**config.mk**
```make
export PLATFORM = sky130hd
export DESIGN_NAME = sensor_adc_register_bank
export DESIGN_NICKNAME = d
export VERILOG_FILES = /design/src/shared/adc_regs_pkg.sv /design/src/design/sensor_adc_register_bank.sv
export SDC_FILE = /design/constraint.sdc
export NUM_CORES = 1
export LEC_CHECK = 0
export BUFFER_PORTS_ARGS = -buffer_cell sky130_fd_sc_hd__buf_4
export CAP_MARGIN = 10
export CELL_PAD_IN_SITES_DETAIL_PLACEMENT = 0
export CELL_PAD_IN_SITES_GLOBAL_PLACEMENT = 2
export CORE_AREA = 2 2 142 144
export DETAILED_ROUTE_END_ITERATION = 7
export DIE_AREA = 0 0 144 146
export PLACE_DENSITY = 0.69
export SLEW_MARGIN = 10
export SYNTH_ARGS = -nofsm -noshare
export SYNTH_HDL_FRONTEND = slang
export SYNTH_SLANG_ARGS = --single-unit
export TNS_END_PERCENT = 5
```
**constraint.sdc**
```tcl
create_clock -name clk -period 6.75 [get_ports clk]
set_input_delay 1.6875 -clock clk [delete_from_list [all_inputs] [get_ports clk]]
set_output_delay 1.6875 -clock clk [all_outputs]
set_load 0.03 [all_outputs]
```
**src/shared/adc_regs_pkg.sv**
```systemverilog
// register map, field positions, reset values and carrier types of the
// sensor acquisition register bank.
// assumes an 8-bit register port clocked by the single system clock.
package adc_regs_pkg;

   localparam int ADDR_W = 8;
   localparam int DATA_W = 8;

   localparam logic [7:0] OSC_CONTROL_ADDR   = 8'h30;
   localparam logic [7:0] PAD_OUT_DIR_ADDR   = 8'h40;
   localparam logic [7:0] PAD_IN_ADDR        = 8'h41;
   localparam logic [7:0] RESULT_LOW_ADDR    = 8'h50;
   localparam logic [7:0] RESULT_HIGH_ADDR   = 8'h51;
   localparam logic [7:0] CFG_A_ADDR         = 8'h52;
   localparam logic [7:0] CFG_B_ADDR         = 8'h53;
   localparam logic [7:0] CFG_C_ADDR         = 8'h54;
   localparam logic [7:0] CFG_D_ADDR         = 8'h55;
   localparam logic [7:0] CFG_E_ADDR         = 8'h56;
   localparam logic [7:0] CFG_F_ADDR         = 8'h57;
   localparam logic [7:0] MODE_ADDR          = 8'h70;

   // writable bit masks; unused bits are never stored
   localparam logic [7:0] OSC_CONTROL_MASK   = 8'h01;
   localparam logic [7:0] PAD_OUT_DIR_MASK   = 8'h33;
   localparam logic [7:0] CFG_A_MASK         = 8'h7e;
   localparam logic [7:0] CFG_B_MASK         = 8'hff;
   localparam logic [7:0] CFG_C_MASK         = 8'hff;
   localparam logic [7:0] CFG_D_MASK         = 8'hff;
   localparam logic [7:0] CFG_E_MASK         = 8'h7f;
   localparam logic [7:0] CFG_F_MASK         = 8'h7f;
   localparam logic [7:0] MODE_MASK          = 8'h3f;

   localparam logic [7:0] OSC_CONTROL_RST    = 8'h01;
   localparam logic [7:0] PAD_OUT_DIR_RST    = 8'h30;
   localparam logic [7:0] CFG_A_RST          = 8'h28;
   localparam logic [7:0] CFG_B_RST          = 8'hf0;
   localparam logic [7:0] CFG_C_RST          = 8'h00;
   localparam logic [7:0] CFG_D_RST          = 8'h0c;
   localparam logic [7:0] CFG_E_RST          = 8'h00;
   localparam logic [7:0] CFG_F_RST          = 8'h00;
   localparam logic [7:0] MODE_RST           = 8'h04;
   localparam logic [15:0] RESULT_RST        = 16'h0000;

   localparam int OSC_EN_BIT                 = 0;
   localparam int PAD1_DIR_BIT               = 5;
   localparam int PAD0_DIR_BIT               = 4;
   localparam int PAD1_VAL_BIT               = 1;
   localparam int PAD0_VAL_BIT               = 0;
   localparam int START_BIT                  = 7;
   localparam int NELC_LSB                   = 5;
   localparam int OSR_LSB                    = 2;
   localparam int CONV_BIAS_LSB              = 6;
   localparam int AMP_BIAS_LSB               = 4;
   localparam int BUSY_BIT                   = 7;
   localparam int REF_OUT_BIT                = 1;
   localparam int EXT_REF_IN_BIT             = 0;

   localparam logic [1:0] BIAS_QUARTER       = 2'h0;
   localparam logic [1:0] BIAS_HALF          = 2'h1;
   localparam logic [1:0] BIAS_FULL          = 2'h3;

   localparam logic [15:0] CODE_MAX          = 16'h7fff;
   localparam logic [15:0] CODE_MIN          = 16'h8000;
   localparam int FULL_RES                   = 16;
   localparam int RAW_W                      = 18;

   typedef struct packed {
      logic [ADDR_W-1:0] addr;
      logic [DATA_W-1:0] wdata;
      logic              wr;
      logic              rd;
   } reg_req_type;

   typedef struct packed {
      logic              valid;
      logic [RAW_W-1:0]  value;
   } raw_result_type;

endpackage

```
**src/design/sensor_adc_register_bank.sv**
```systemverilog
// register bank of a sensor acquisition device: result formatting, bias
// selections, oscillator enable, two multi-function pads, configuration.
// assumes a host-side serial bridge presenting a one-cycle strobe port and
// a modulator core delivering a wide signed raw sum with a valid pulse.
//
// Operation
// [RQ1] result is 16-bit two's complement
// [RQ2] out-of-range result clamps to extreme code
// [RQ3] low bits forced to 1-then-zeros below 16 bits
// [RQ4] converter bias codes quarter, half, full
// [RQ5] amplifier bias uses same codes independently
// [RQ6] host may disable stages when idle
// [RQ7] unused bits ignore writes
// [RQ8] reset loads every field default
// [RQ9] oscillator enable bit 0, resets one
// [RQ10] pad direction bits 5 and 4
// [RQ11] pad one driven unless reference input
// [RQ12] pad zero driven unless reference output
// [RQ13] input register shows live pad levels
// [RQ14] result low byte then high byte
// [RQ15] decode six configuration and mode registers
// [RQ16] bit 7 of first config starts conversion
// [RQ17] mode bits enable reference pad functions
// [RQ18] both result bytes from one conversion
//
// Chosen here: the strobed register port.
`timescale 1ns/1ps
`default_nettype none

module sensor_adc_register_bank
(
   input  wire logic                          clk,
   input  wire logic                          srst,
   input  wire adc_regs_pkg::reg_req_type     req,
   output logic [adc_regs_pkg::DATA_W-1:0]    rdata,
   input  wire adc_regs_pkg::raw_result_type  raw,
   input  wire logic                          conv_busy,
   output logic                               conv_start,
   output logic                               osc_enable,
   output logic [1:0]                         converter_bias_select,
   output logic [1:0]                         amplifier_bias_select,
   output logic [3:0]                         stage_enable,
   output logic                               reference_out_enable,
   output logic                               ext_reference_in_enable,
   input  wire logic                          pad0_in,
   input  wire logic                          pad1_in,
   output logic                               pad0_out,
   output logic                               pad0_oe,
   output logic                               pad1_out,
   output logic                               pad1_oe
);

   logic [7:0]  osc_r;
   logic [7:0]  pad_r;
   logic [7:0]  cfg_r [6];
   logic [7:0]  mode_r;
   logic [15:0] result_r;
   logic [15:0] result_nxt;
   logic [1:0]  pad_meta_r;
   logic [1:0]  pad_live_r;
   logic        start_r;
   logic [7:0]  rdata_r;
   logic [7:0]  rdata_nxt;
   logic [2:0]  osr_sel;
   logic [1:0]  nelc_sel;
   logic [4:0]  res_bits;
   logic [15:0] forced_one;
   logic [15:0] keep_mask;
   logic [15:0] sat_code;

   localparam logic [7:0] CFG_MASK [6] = '{adc_regs_pkg::CFG_A_MASK,
      adc_regs_pkg::CFG_B_MASK, adc_regs_pkg::CFG_C_MASK,
      adc_regs_pkg::CFG_D_MASK, adc_regs_pkg::CFG_E_MASK,
      adc_regs_pkg::CFG_F_MASK};
   localparam logic [7:0] CFG_RST [6] = '{adc_regs_pkg::CFG_A_RST,
      adc_regs_pkg::CFG_B_RST, adc_regs_pkg::CFG_C_RST,
      adc_regs_pkg::CFG_D_RST, adc_regs_pkg::CFG_E_RST,
      adc_regs_pkg::CFG_F_RST};

   wire logic wr_hit_cfg = req.wr
      && req.addr >= adc_regs_pkg::CFG_A_ADDR
      && req.addr <= adc_regs_pkg::CFG_F_ADDR;
   wire logic [2:0] cfg_idx = 3'(req.addr - adc_regs_pkg::CFG_A_ADDR);

   // oscillator control, masked so upper bits stay zero
   always_ff @(posedge clk)
   begin
      if (srst)
         osc_r <= adc_regs_pkg::OSC_CONTROL_RST;                  // [RQ8]
      else if (req.wr && req.addr == adc_regs_pkg::OSC_CONTROL_ADDR)
         osc_r <= req.wdata & adc_regs_pkg::OSC_CONTROL_MASK;     // [RQ9] [RQ7]
   end

   always_ff @(posedge clk)
   begin
      if (srst)
         pad_r <= adc_regs_pkg::PAD_OUT_DIR_RST;                  // [RQ8] [RQ10]
      else if (req.wr && req.addr == adc_regs_pkg::PAD_OUT_DIR_ADDR)
         pad_r <= req.wdata & adc_regs_pkg::PAD_OUT_DIR_MASK;     // [RQ7]
   end

   // start bit is masked off on write and never stored: it always reads back zero;
   // busy in the last config register is live core state, never stored
   always_ff @(posedge clk)
   begin
      if (srst)
      begin
         for (int i = 0; i < 6; i++)
            cfg_r[i] <= CFG_RST[i];                               // [RQ8]
      end
      else if (wr_hit_cfg)
         cfg_r[cfg_idx] <= req.wdata & CFG_MASK[cfg_idx];         // [RQ15] [RQ7]
      else
         cfg_r[0][adc_regs_pkg::START_BIT] <= 1'b0;
   end

   always_ff @(posedge clk)
   begin
      if (srst)
         start_r <= 1'b0;
      else
         start_r <= wr_hit_cfg && cfg_idx == 3'h0
                    && req.wdata[adc_regs_pkg::START_BIT];        // [RQ16]
   end

   always_ff @(posedge clk)
   begin
      if (srst)
         mode_r <= adc_regs_pkg::MODE_RST;                        // [RQ8] [RQ17]
      else if (req.wr && req.addr == adc_regs_pkg::MODE_ADDR)
         mode_r <= req.wdata & adc_regs_pkg::MODE_MASK;           // [RQ15] [RQ7]
   end

   // result formatting: saturate wide raw sum, then force non-significant
   // bits. resolution follows 2*log2(osr)+log2(nelc), capped at 16.
   assign osr_sel  = cfg_r[0][adc_regs_pkg::OSR_LSB +: 3];
   assign nelc_sel = cfg_r[0][adc_regs_pkg::NELC_LSB +: 2];

   always_comb
   begin
      logic [5:0] n;
      n = 6'(2 * (3 + osr_sel)) + 6'(nelc_sel);
      if (n >= 6'(adc_regs_pkg::FULL_RES))
         res_bits = 5'(adc_regs_pkg::FULL_RES);
      else
         res_bits = n[4:0];
   end

   always_comb
   begin
      int drop;
      drop = adc_regs_pkg::FULL_RES - int'(res_bits);
      forced_one = 16'h0000;
      keep_mask  = 16'hffff;
      if (drop > 0)
      begin
         forced_one = 16'(16'h0001 << (drop - 1));                // [RQ3]
         keep_mask  = 16'(16'hffff << drop);
      end
   end

   always_comb
   begin
      logic signed [adc_regs_pkg::RAW_W-1:0] s;
      s = raw.value;
      if (s > $signed(adc_regs_pkg::RAW_W'(32767)))
         sat_code = adc_regs_pkg::CODE_MAX;                       // [RQ2]
      else if (s < $signed(-adc_regs_pkg::RAW_W'(32768)))
         sat_code = adc_regs_pkg::CODE_MIN;                       // [RQ2]
      else
         sat_code = s[15:0];                                      // [RQ1]
   end

   assign result_nxt = (sat_code & keep_mask) | forced_one;       // [RQ3]

   // both bytes live in one 16-bit register written in a single cycle
   always_ff @(posedge clk)
   begin
      if (srst)
         result_r <= adc_regs_pkg::RESULT_RST;
      else if (raw.valid)
         result_r <= result_nxt;                                  // [RQ18]
   end

   // pad inputs come from the pins: two flops before anything reads them
   always_ff @(posedge clk)
   begin
      if (srst)
      begin
         pad_meta_r <= 2'h0;
         pad_live_r <= 2'h0;
      end
      else
      begin
         pad_meta_r <= {pad1_in, pad0_in};
         pad_live_r <= pad_meta_r;                                // [RQ13]
      end
   end

   always_comb
   begin
      rdata_nxt = 8'h00;
      case (req.addr)
         adc_regs_pkg::OSC_CONTROL_ADDR: rdata_nxt = osc_r;
         adc_regs_pkg::PAD_OUT_DIR_ADDR: rdata_nxt = pad_r;
         adc_regs_pkg::PAD_IN_ADDR:      rdata_nxt = {6'h00, pad_live_r}; // [RQ13]
         adc_regs_pkg::RESULT_LOW_ADDR:  rdata_nxt = result_r[7:0];  // [RQ14]
         adc_regs_pkg::RESULT_HIGH_ADDR: rdata_nxt = result_r[15:8]; // [RQ14]
         adc_regs_pkg::CFG_A_ADDR:       rdata_nxt = cfg_r[0];
         adc_regs_pkg::CFG_B_ADDR:       rdata_nxt = cfg_r[1];
         adc_regs_pkg::CFG_C_ADDR:       rdata_nxt = cfg_r[2];
         adc_regs_pkg::CFG_D_ADDR:       rdata_nxt = cfg_r[3];
         adc_regs_pkg::CFG_E_ADDR:       rdata_nxt = cfg_r[4];
         adc_regs_pkg::CFG_F_ADDR:
            rdata_nxt = cfg_r[5] | {conv_busy, 7'h00};
         adc_regs_pkg::MODE_ADDR:        rdata_nxt = mode_r;
         default:                        rdata_nxt = 8'h00;
      endcase
   end

   always_ff @(posedge clk)
   begin
      if (srst)
         rdata_r <= 8'h00;
      else if (req.rd)
         rdata_r <= rdata_nxt;
      else
         rdata_r <= 8'h00;
   end

   assign rdata = rdata_r;
   assign conv_start = start_r;
   assign osc_enable = osc_r[adc_regs_pkg::OSC_EN_BIT];             // [RQ9]
   // bias codes pass straight to the analog; 10 is left to the host
   assign converter_bias_select =
      cfg_r[1][adc_regs_pkg::CONV_BIAS_LSB +: 2];                   // [RQ4]
   assign amplifier_bias_select =
      cfg_r[1][adc_regs_pkg::AMP_BIAS_LSB +: 2];                    // [RQ5]
   assign stage_enable = cfg_r[1][3:0];                             // [RQ6]
   assign reference_out_enable = mode_r[adc_regs_pkg::REF_OUT_BIT]; // [RQ17]
   assign ext_reference_in_enable =
      mode_r[adc_regs_pkg::EXT_REF_IN_BIT];                         // [RQ17]

   assign pad1_oe = pad_r[adc_regs_pkg::PAD1_DIR_BIT]
                    && !ext_reference_in_enable;                    // [RQ11]
   assign pad0_oe = pad_r[adc_regs_pkg::PAD0_DIR_BIT]
                    && !reference_out_enable;                       // [RQ12]
   assign pad1_out = pad_r[adc_regs_pkg::PAD1_VAL_BIT];
   assign pad0_out = pad_r[adc_regs_pkg::PAD0_VAL_BIT];

   // assertions
   chk_osc_reset: assert property (@(posedge clk)
      $fell(srst) |-> osc_enable)                                   // [RQ9]
      else $error("oscillator enable not one after reset");

   chk_osc_upper: assert property (@(posedge clk) disable iff (srst)
      osc_r[7:1] == 7'h00)                                          // [RQ9]
      else $error("oscillator register upper bits set");

   chk_pad1_gate: assert property (@(posedge clk) disable iff (srst)
      ext_reference_in_enable |-> !pad1_oe)                         // [RQ11]
      else $error("pad one driven while reference input on");

   chk_pad0_gate: assert property (@(posedge clk) disable iff (srst)
      pad0_oe |-> pad_r[4] && !mode_r[1])                           // [RQ12]
      else $error("pad zero driven wrongly");

   chk_start_pulse: assert property (@(posedge clk) disable iff (srst)
      (req.wr && req.addr == adc_regs_pkg::CFG_A_ADDR && req.wdata[7])
      |=> conv_start ##1 conv_start == $past(req.wr && req.wdata[7]
      && req.addr == adc_regs_pkg::CFG_A_ADDR))                     // [RQ16]
      else $error("start pulse missing or too long");

   chk_result_load: assert property (@(posedge clk) disable iff (srst)
      raw.valid |=> result_r == $past(result_nxt))                  // [RQ18]
      else $error("result not loaded as one word");

   chk_result_sat: assert property (@(posedge clk) disable iff (srst)
      raw.valid && !raw.value[17] && raw.value[16:15] != 2'b00
      && res_bits == 5'd16 |=> result_r == 16'h7fff)                // [RQ2]
      else $error("positive overflow not clamped");

   chk_forced_bits: assert property (@(posedge clk) disable iff (srst)
      raw.valid && res_bits < 5'd16
      |=> result_r[16 - $past(res_bits) - 1] == 1'b1)               // [RQ3]
      else $error("forced lsb pattern missing");

   chk_read_delay: assert property (@(posedge clk) disable iff (srst)
      req.rd && req.addr == adc_regs_pkg::MODE_ADDR
      && !(req.wr) |=> rdata == {2'b00, mode_r[5:0]})               // [RQ15]
      else $error("mode read data wrong");

   chk_unused_pad: assert property (@(posedge clk) disable iff (srst)
      pad_r[7:6] == 2'b00 && pad_r[3:2] == 2'b00)                   // [RQ7]
      else $error("unused pad register bits stored");

   chk_rdata_idle: assert property (@(posedge clk) // [RQ15]
      disable iff (srst) !$past(req.rd) |-> rdata == 8'h00)
      else $error("read data not zero outside a read");

   chk_start_only: assert property (@(posedge clk) // [RQ16]
      disable iff (srst)
      conv_start |-> $past(req.wr && req.wdata[adc_regs_pkg::START_BIT]
      && req.addr == adc_regs_pkg::CFG_A_ADDR))
      else $error("start pulse without a start write");

   chk_result_min: assert property (@(posedge clk) // [RQ2]
      disable iff (srst)
      raw.valid && raw.value[17] && raw.value[16:15] != 2'b11
      && res_bits == 5'd16 |=> result_r == adc_regs_pkg::CODE_MIN)
      else $error("negative overflow not clamped");

   chk_forced_zeros: assert property (@(posedge clk) // [RQ3]
      disable iff (srst)
      raw.valid && res_bits < 5'd16 |=> (result_r
      & ~(16'hffff << (16 - $past(res_bits))))
      == 16'(16'h0001 << (15 - $past(res_bits))))
      else $error("forced lsb pattern wrong");

   chk_result_hold: assert property (@(posedge clk) // [RQ18]
      disable iff (srst) !raw.valid |=> $stable(result_r))
      else $error("result changed without a new value");

   chk_pad_sync: assert property (@(posedge clk) // [RQ13]
      disable iff (srst) pad_live_r == $past(pad_meta_r))
      else $error("pad level skipped a sync stage");

   chk_ref_reset: assert property (@(posedge clk) // [RQ17]
      $fell(srst) |-> pad0_oe && pad1_oe
      && !reference_out_enable && !ext_reference_in_enable)
      else $error("pad functions not at defaults after reset");

   chk_osc_write: assert property (@(posedge clk) // [RQ9]
      disable iff (srst)
      req.wr && req.addr == adc_regs_pkg::OSC_CONTROL_ADDR
      |=> osc_enable == $past(req.wdata[adc_regs_pkg::OSC_EN_BIT]))
      else $error("oscillator enable did not follow write");

   chk_bias_write: assert property (@(posedge clk) // [RQ4] [RQ5]
      disable iff (srst)
      req.wr && req.addr == adc_regs_pkg::CFG_B_ADDR
      |=> {converter_bias_select, amplifier_bias_select, stage_enable}
      == $past(req.wdata))
      else $error("bias or stage selection did not follow write");

   chk_mode_write: assert property (@(posedge clk) // [RQ17]
      disable iff (srst)
      req.wr && req.addr == adc_regs_pkg::MODE_ADDR
      |=> {reference_out_enable, ext_reference_in_enable}
      == $past(req.wdata[1:0]))
      else $error("reference pad enables did not follow write");

   chk_pad_read: assert property (@(posedge clk) // [RQ13]
      disable iff (srst)
      req.rd && req.addr == adc_regs_pkg::PAD_IN_ADDR
      |=> rdata == {6'h00, $past(pad_live_r)})
      else $error("pad input read wrong");

   chk_high_read: assert property (@(posedge clk) // [RQ14]
      disable iff (srst)
      req.rd && req.addr == adc_regs_pkg::RESULT_HIGH_ADDR
      |=> rdata == $past(result_r[15:8]))
      else $error("result high byte read wrong");

   cov_start: cover property (@(posedge clk) conv_start);
   cov_pad0_ref: cover property (@(posedge clk)
      pad_r[4] && reference_out_enable);
   cov_clamp_neg: cover property (@(posedge clk)
      raw.valid && result_nxt == 16'h8000);
   cov_forced: cover property (@(posedge clk)
      raw.valid && res_bits < 5'd16);
   cov_pad1_ref: cover property (@(posedge clk)
      pad_r[5] && ext_reference_in_enable);

endmodule

`default_nettype wire

```
# Word-level counts from Yosys, hierarchy flattened
# Memory sizes are Yosys's and may differ from the RTL's.
# Cells that the tools add are included.
# word_totals
memories	2
elab_cells	77
mem_bits_ro	64
ram_bits	48
out_inout_bits	24
inputBits	42
ff_bits	40
latch_bits	0
# classes
shift	2
n_bitwise	7
n_reduce_logical	14
order_cmp	7
eq_ne	12
n_mul	0
muxes	20
n_addsub	5
div_mod_pow	0
# mem_list
memory	words	word_bits	rd	rd_ports_with_merged_regs	wr	line	rtl
(no name shown)	8	8	1	0	0	sensor_adc_register_bank.sv:112	cfg_r[cfg_idx] <= req.wdata & CFG_MASK[cfg_idx];
cfg_r	6	8	6	0	6	sensor_adc_register_bank.sv:55	logic [7:0] cfg_r [6];
# op_table
op	n
$pmux 8 s12	1
$eq 8x7->1 const B	11
$mux 16	4
$shl 1x32->16 const A	1
$shl 16x32->16 const A	1
$mux 8	3
$gt 18x16->1 const B	1
$lt 18x16->1 const B	1
$and 16x16->16	1
$or 16x16->16	1
$logic_and 1x1->1	9
$mux 1	9
$and 8x8->8	1
$eq 8x6->1 const B	1
$ge 8x7->1 const B	1
$le 8x7->1 const B	1
$or 8x8->8	1
$reduce_or 8->1	1
$sub 6x2->7 const B	1
$add 5x2->6	1
$ge 6x5->1 const B	1
$gt 6x1->1 const B	1
$sub 5x5->6 const A	1
$mux 5	1
11 further kinds	12

# Longest topological paths before layout
# An unclocked memory read counts as a cell.
# logic_depth
depth_word	10
depth_mapped	17
mapped_depth_nobuf	15

# Least setup slack after synthesis
# Ideal clock, no wire load.
# synth_timing
kind	in2reg
start	input port req[10] (netlist name)
end	memory cfg_r[5][0] (enable)
n_path_buf	3
setup_slack_ns	3.135
setup_time_ns	0.381
path_stages	5
arrival_time_ns	3.234
path_cell_list	clkbuf_1 -> clkbuf_1 -> clkbuf_1 -> nand3_1 -> o21ai_0
# synth_lines
element	line	rtl
from (decl)	sensor_adc_register_bank.sv:34	input wire adc_regs_pkg::reg_req_type req,
to (decl)	sensor_adc_register_bank.sv:55	

==> results.yml <==
yosys:
  avgSynthCellArea_um2: 9.914
  synth_area_mm2: 0.004818
  yosys-top-cells-area: "edfxtp_1 30%, dfxtp_1 17%, and2_1 4.3%"
  synth_cells: 486
  synthTopCellsByCount: "48 x edfxtp_1, 44 x nand2_1, 40 x dfxtp_1"
  ys_types: 79
  synth-edff-count: 48
  ys_warn_count: 0
  synth_top_area_share_pct: 29.91
  synthArstFlopShare_pct: 0
  synth_most_common_cell: "edfxtp_1"
  synth-main-ff-cell: "edfxtp_1"
  synth_top_area_cell: "edfxtp_1"
  seq_area_frac_synth_pct: 46.53
  yosys_register_bits: 88
clocking:
  cts.sinks: 88
  cts.repair.resized: 0
  cts_setup_buffers: 0
  clock-root-buffer: "clkbuf_16"
  cts_buffer_depth: 2
  numCtsBuffers: 9
  postCtsHoldBufs: 0
  clock_latency_ns: 0.35
  path_clk_slew_ns: 0.07
  cts_max_level: 3
  cts_tree: "built"
hold_path:
  holdCritPathClass: "flip-flop to flip-flop"
worst_setup_path:
  worstReg2RegEnd: "result_r[1]$_SDFFE_PP0P_"
  critPathBufInv: 2
  criticalPathCategory: "input pin to flip-flop"
  required_ns: 6.77
  cp_top_family: "simple AND/OR/NAND/NOR gates"
  r2r_cells: 15
  crit_chain: "buf_4, nand4bb_1, nor2_1, nand2_1, nor4_2, buf_4, and3_1, or2_1"
  setup.worst_path.end_class: "flip-flop"
  path_depth: 8
  r2r-start: "cfg_r[0][2]$_SDFFCE_PN0P_"
  crit_fanout: 14
  crit_arrival_ns: 4.34
  cpMostUsedCell: "buf_4"
  start_kind: "input pin"
  crit_end: "cfg_r[3][1]$_SDFFCE_PN0P_"
  r2r_setup_slack_ns: 3.02
  slowest_delay_ns: 0.75
  worstSetupStartpoint: "req[17]"
  worst_path_max_delay_cell: "nor2_1"
pwr:
  cellPowerDensity_mw_per_mm2: 233.3
  p_leak_nw: 2.038
  ir_drop_uv: 95.58
  design_power_total_mw: 1.358
placement:
  placedCellCount: 789
  port_buffers: 65
  dpl_cell_area_mm2: 0.005485
  post-dp-hpwl_um: 11720
  routabilityCongestion: 0.8559
  dp_slack_ns: 2.173
floorplanning:
  die_h_um: 146
  io_pins: 66
  core_area_mm2: 0.01933
  die_area_mm2: 0.02102
  start_util_pct: 24.92
  rows: 51
  fp.dieW_um: 144
timing:
  whs_ns: 0.4391
  slew_headroom_pct: 29.97
  fin_skew_ns: 0.006370
  setup_tns_ns: 0
  finalCriticalPeriod_ns: 4.313
  worst_slack_ns: 2.437
  drv_slew: 0
  clock.fmax_mhz: 231.8
  final.period_utilization_pct: 63.90
  final-hold-violation-count: 0
  setup_violations: 0
  max_slew.worst_pin.slew_ns: 1.039
  rsz0062_at_grt: "no"
finish:
  synthToLayoutAreaGrowth_pct: 20.80
  antenna_cells: 0
  multiInputGateArea_mm2: 0.002379
  nets: 581
  drive_gt1_share_pct: 22.04
  n_fill_cell: 2007
  seqCellArea_mm2: 0.002242
  utilization_pct: 30.10
  final_area_mm2: 0.005821
  fin_cells: 805
global_routing:
  grt_max_degree: 37
  grt_pass1_wl_um: 24120
  antenna_found_initial: 0
  track_usage_pct: 15.35
  grt_pass1_vias: 4020
  gr-total-overflow: 0
route:
  firstDrtPassIters: 7
  avgRoutedWirePerCell_um: 19.82
  ant_nets: 0
  drcViolationCount: 0
  vias: 4096
  via_per_inst: 5.088
  first_iter_violations: 372
  routed_wl_um: 15960
status:
  outcome: "finished, final reports clean"
run:
  cap_violations: 0
[power breakdown]
group	switching, mW	internal, mW
clock	0.230	0.323
combinational	0.126	0.0733
sequential	0.0182	0.588
[worst min path at each step]
stage,from,end,slack (ns),depth (start not counted)
floorplan,pad_meta_r[0]$_SDFF_PP0_,pad_live_r[0]$_SDFF_PP0_,0.41,1
global placement,pad_meta_r[1]$_SDFF_PP0_,pad_live_r[1]$_SDFF_PP0_,0.42,1
detailed placement,pad_meta_r[1]$_SDFF_PP0_,pad_live_r[1]$_SDFF_PP0_,0.43,1
CTS,pad_meta_r[1]$_SDFF_PP0_,pad_live_r[1]$_SDFF_PP0_,0.44,1
global route,pad_meta_r[0]$_SDFF_PP0_,pad_live_r[0]$_SDFF_PP0_,0.47,1
finish,pad_meta_r[1]$_SDFF_PP0_,pad_live_r[1]$_SDFF_PP0_,0.44,1
[state kept, by name, summed over array words and instances, names as in the netlist]
register / cells
mode_r: 6
rdata: 8
result_r: 16
osc_r: 1
pad_meta_r: 2
conv_start: 1
pad_r: 4
pad_live_r: 2
cfg_r: 48
[cell families (layout without fill, tap and decap cells)]
kind of cell,count (synthesis),after routing,synth area share (%)
XOR/XNOR,4,4,0.8831
AND/OR/NAND/NOR,214,214,24.44
flip-flops,88,88,46.53
other,1,3,0.07783
adder cells (fa/ha/maj),4,4,1.039
multiplexers,17,17,4.700
AO/OA/AOI/OAI,119,119,18.07
buffers and inverters,39,91,4.259
[cells in the final DEF (no fill, tap or decap), types with 4 or more instances in the layout]
master	synthesis	final
buf_4	1	67
edfxtp_1	48	48
nand2_1	44	44
dfxtp_1	40	40
nor2_1	35	35
and2_1	33	33
nand3_1	23	23
a21oi_1	21	21
o21ai_0	19	19
a22oi_1	14	14
nor2b_1	13	13
clkbuf_16	0	12
and3_1	10	10
a31oi_1	8	8
o211ai_1	8	8
mux2i_1	8	8
inv_1	8	8
or2_2	8	8
nand2b_1	8	8
nor3_1	6	6
nor4_1	6	6
a32oi_1	5	5
o32ai_1	5	5
mux2_2	5	5
o22ai_1	4	4
o31ai_1	4	4
mux4_2	4	4
ha_1	4	4
[per-layer routing]
metal  part of all wire, %  vias to the layer above  GRT usage (%)
met5                     0                        -              0
met4                   1.8                        0          4.559
met3                   5.0                       14          2.501
met2                    47                      137          24.14
met1                    46                     2036          21.62
li1                      -                     1909              -
[layout make-up]
| type | instances | area share (%) |
|---|---|---|
| Sequential cell | 88 | 38.52 |
| Timing Repair Buffer | 67 | 8.641 |
| Inverter | 8 | 0.5159 |
| Multi-Input combinational cell | 361 | 40.86 |
| Clock inverter | 4 | 0.6019 |
| Tap cell | 265 | 5.696 |
| Clock buffer | 12 | 5.159 |
[worst register-to-register path: cells and delay by family, from the launching register on]
kind	cells	cell delay (ns)
compound gates	3	0.44
fa+ha+maj	3	0.95
buf+inv	2	0.14
flops	1	0.45
simple gates	7	1.66
No activity file was read; power rests on OpenSTA's default activity.
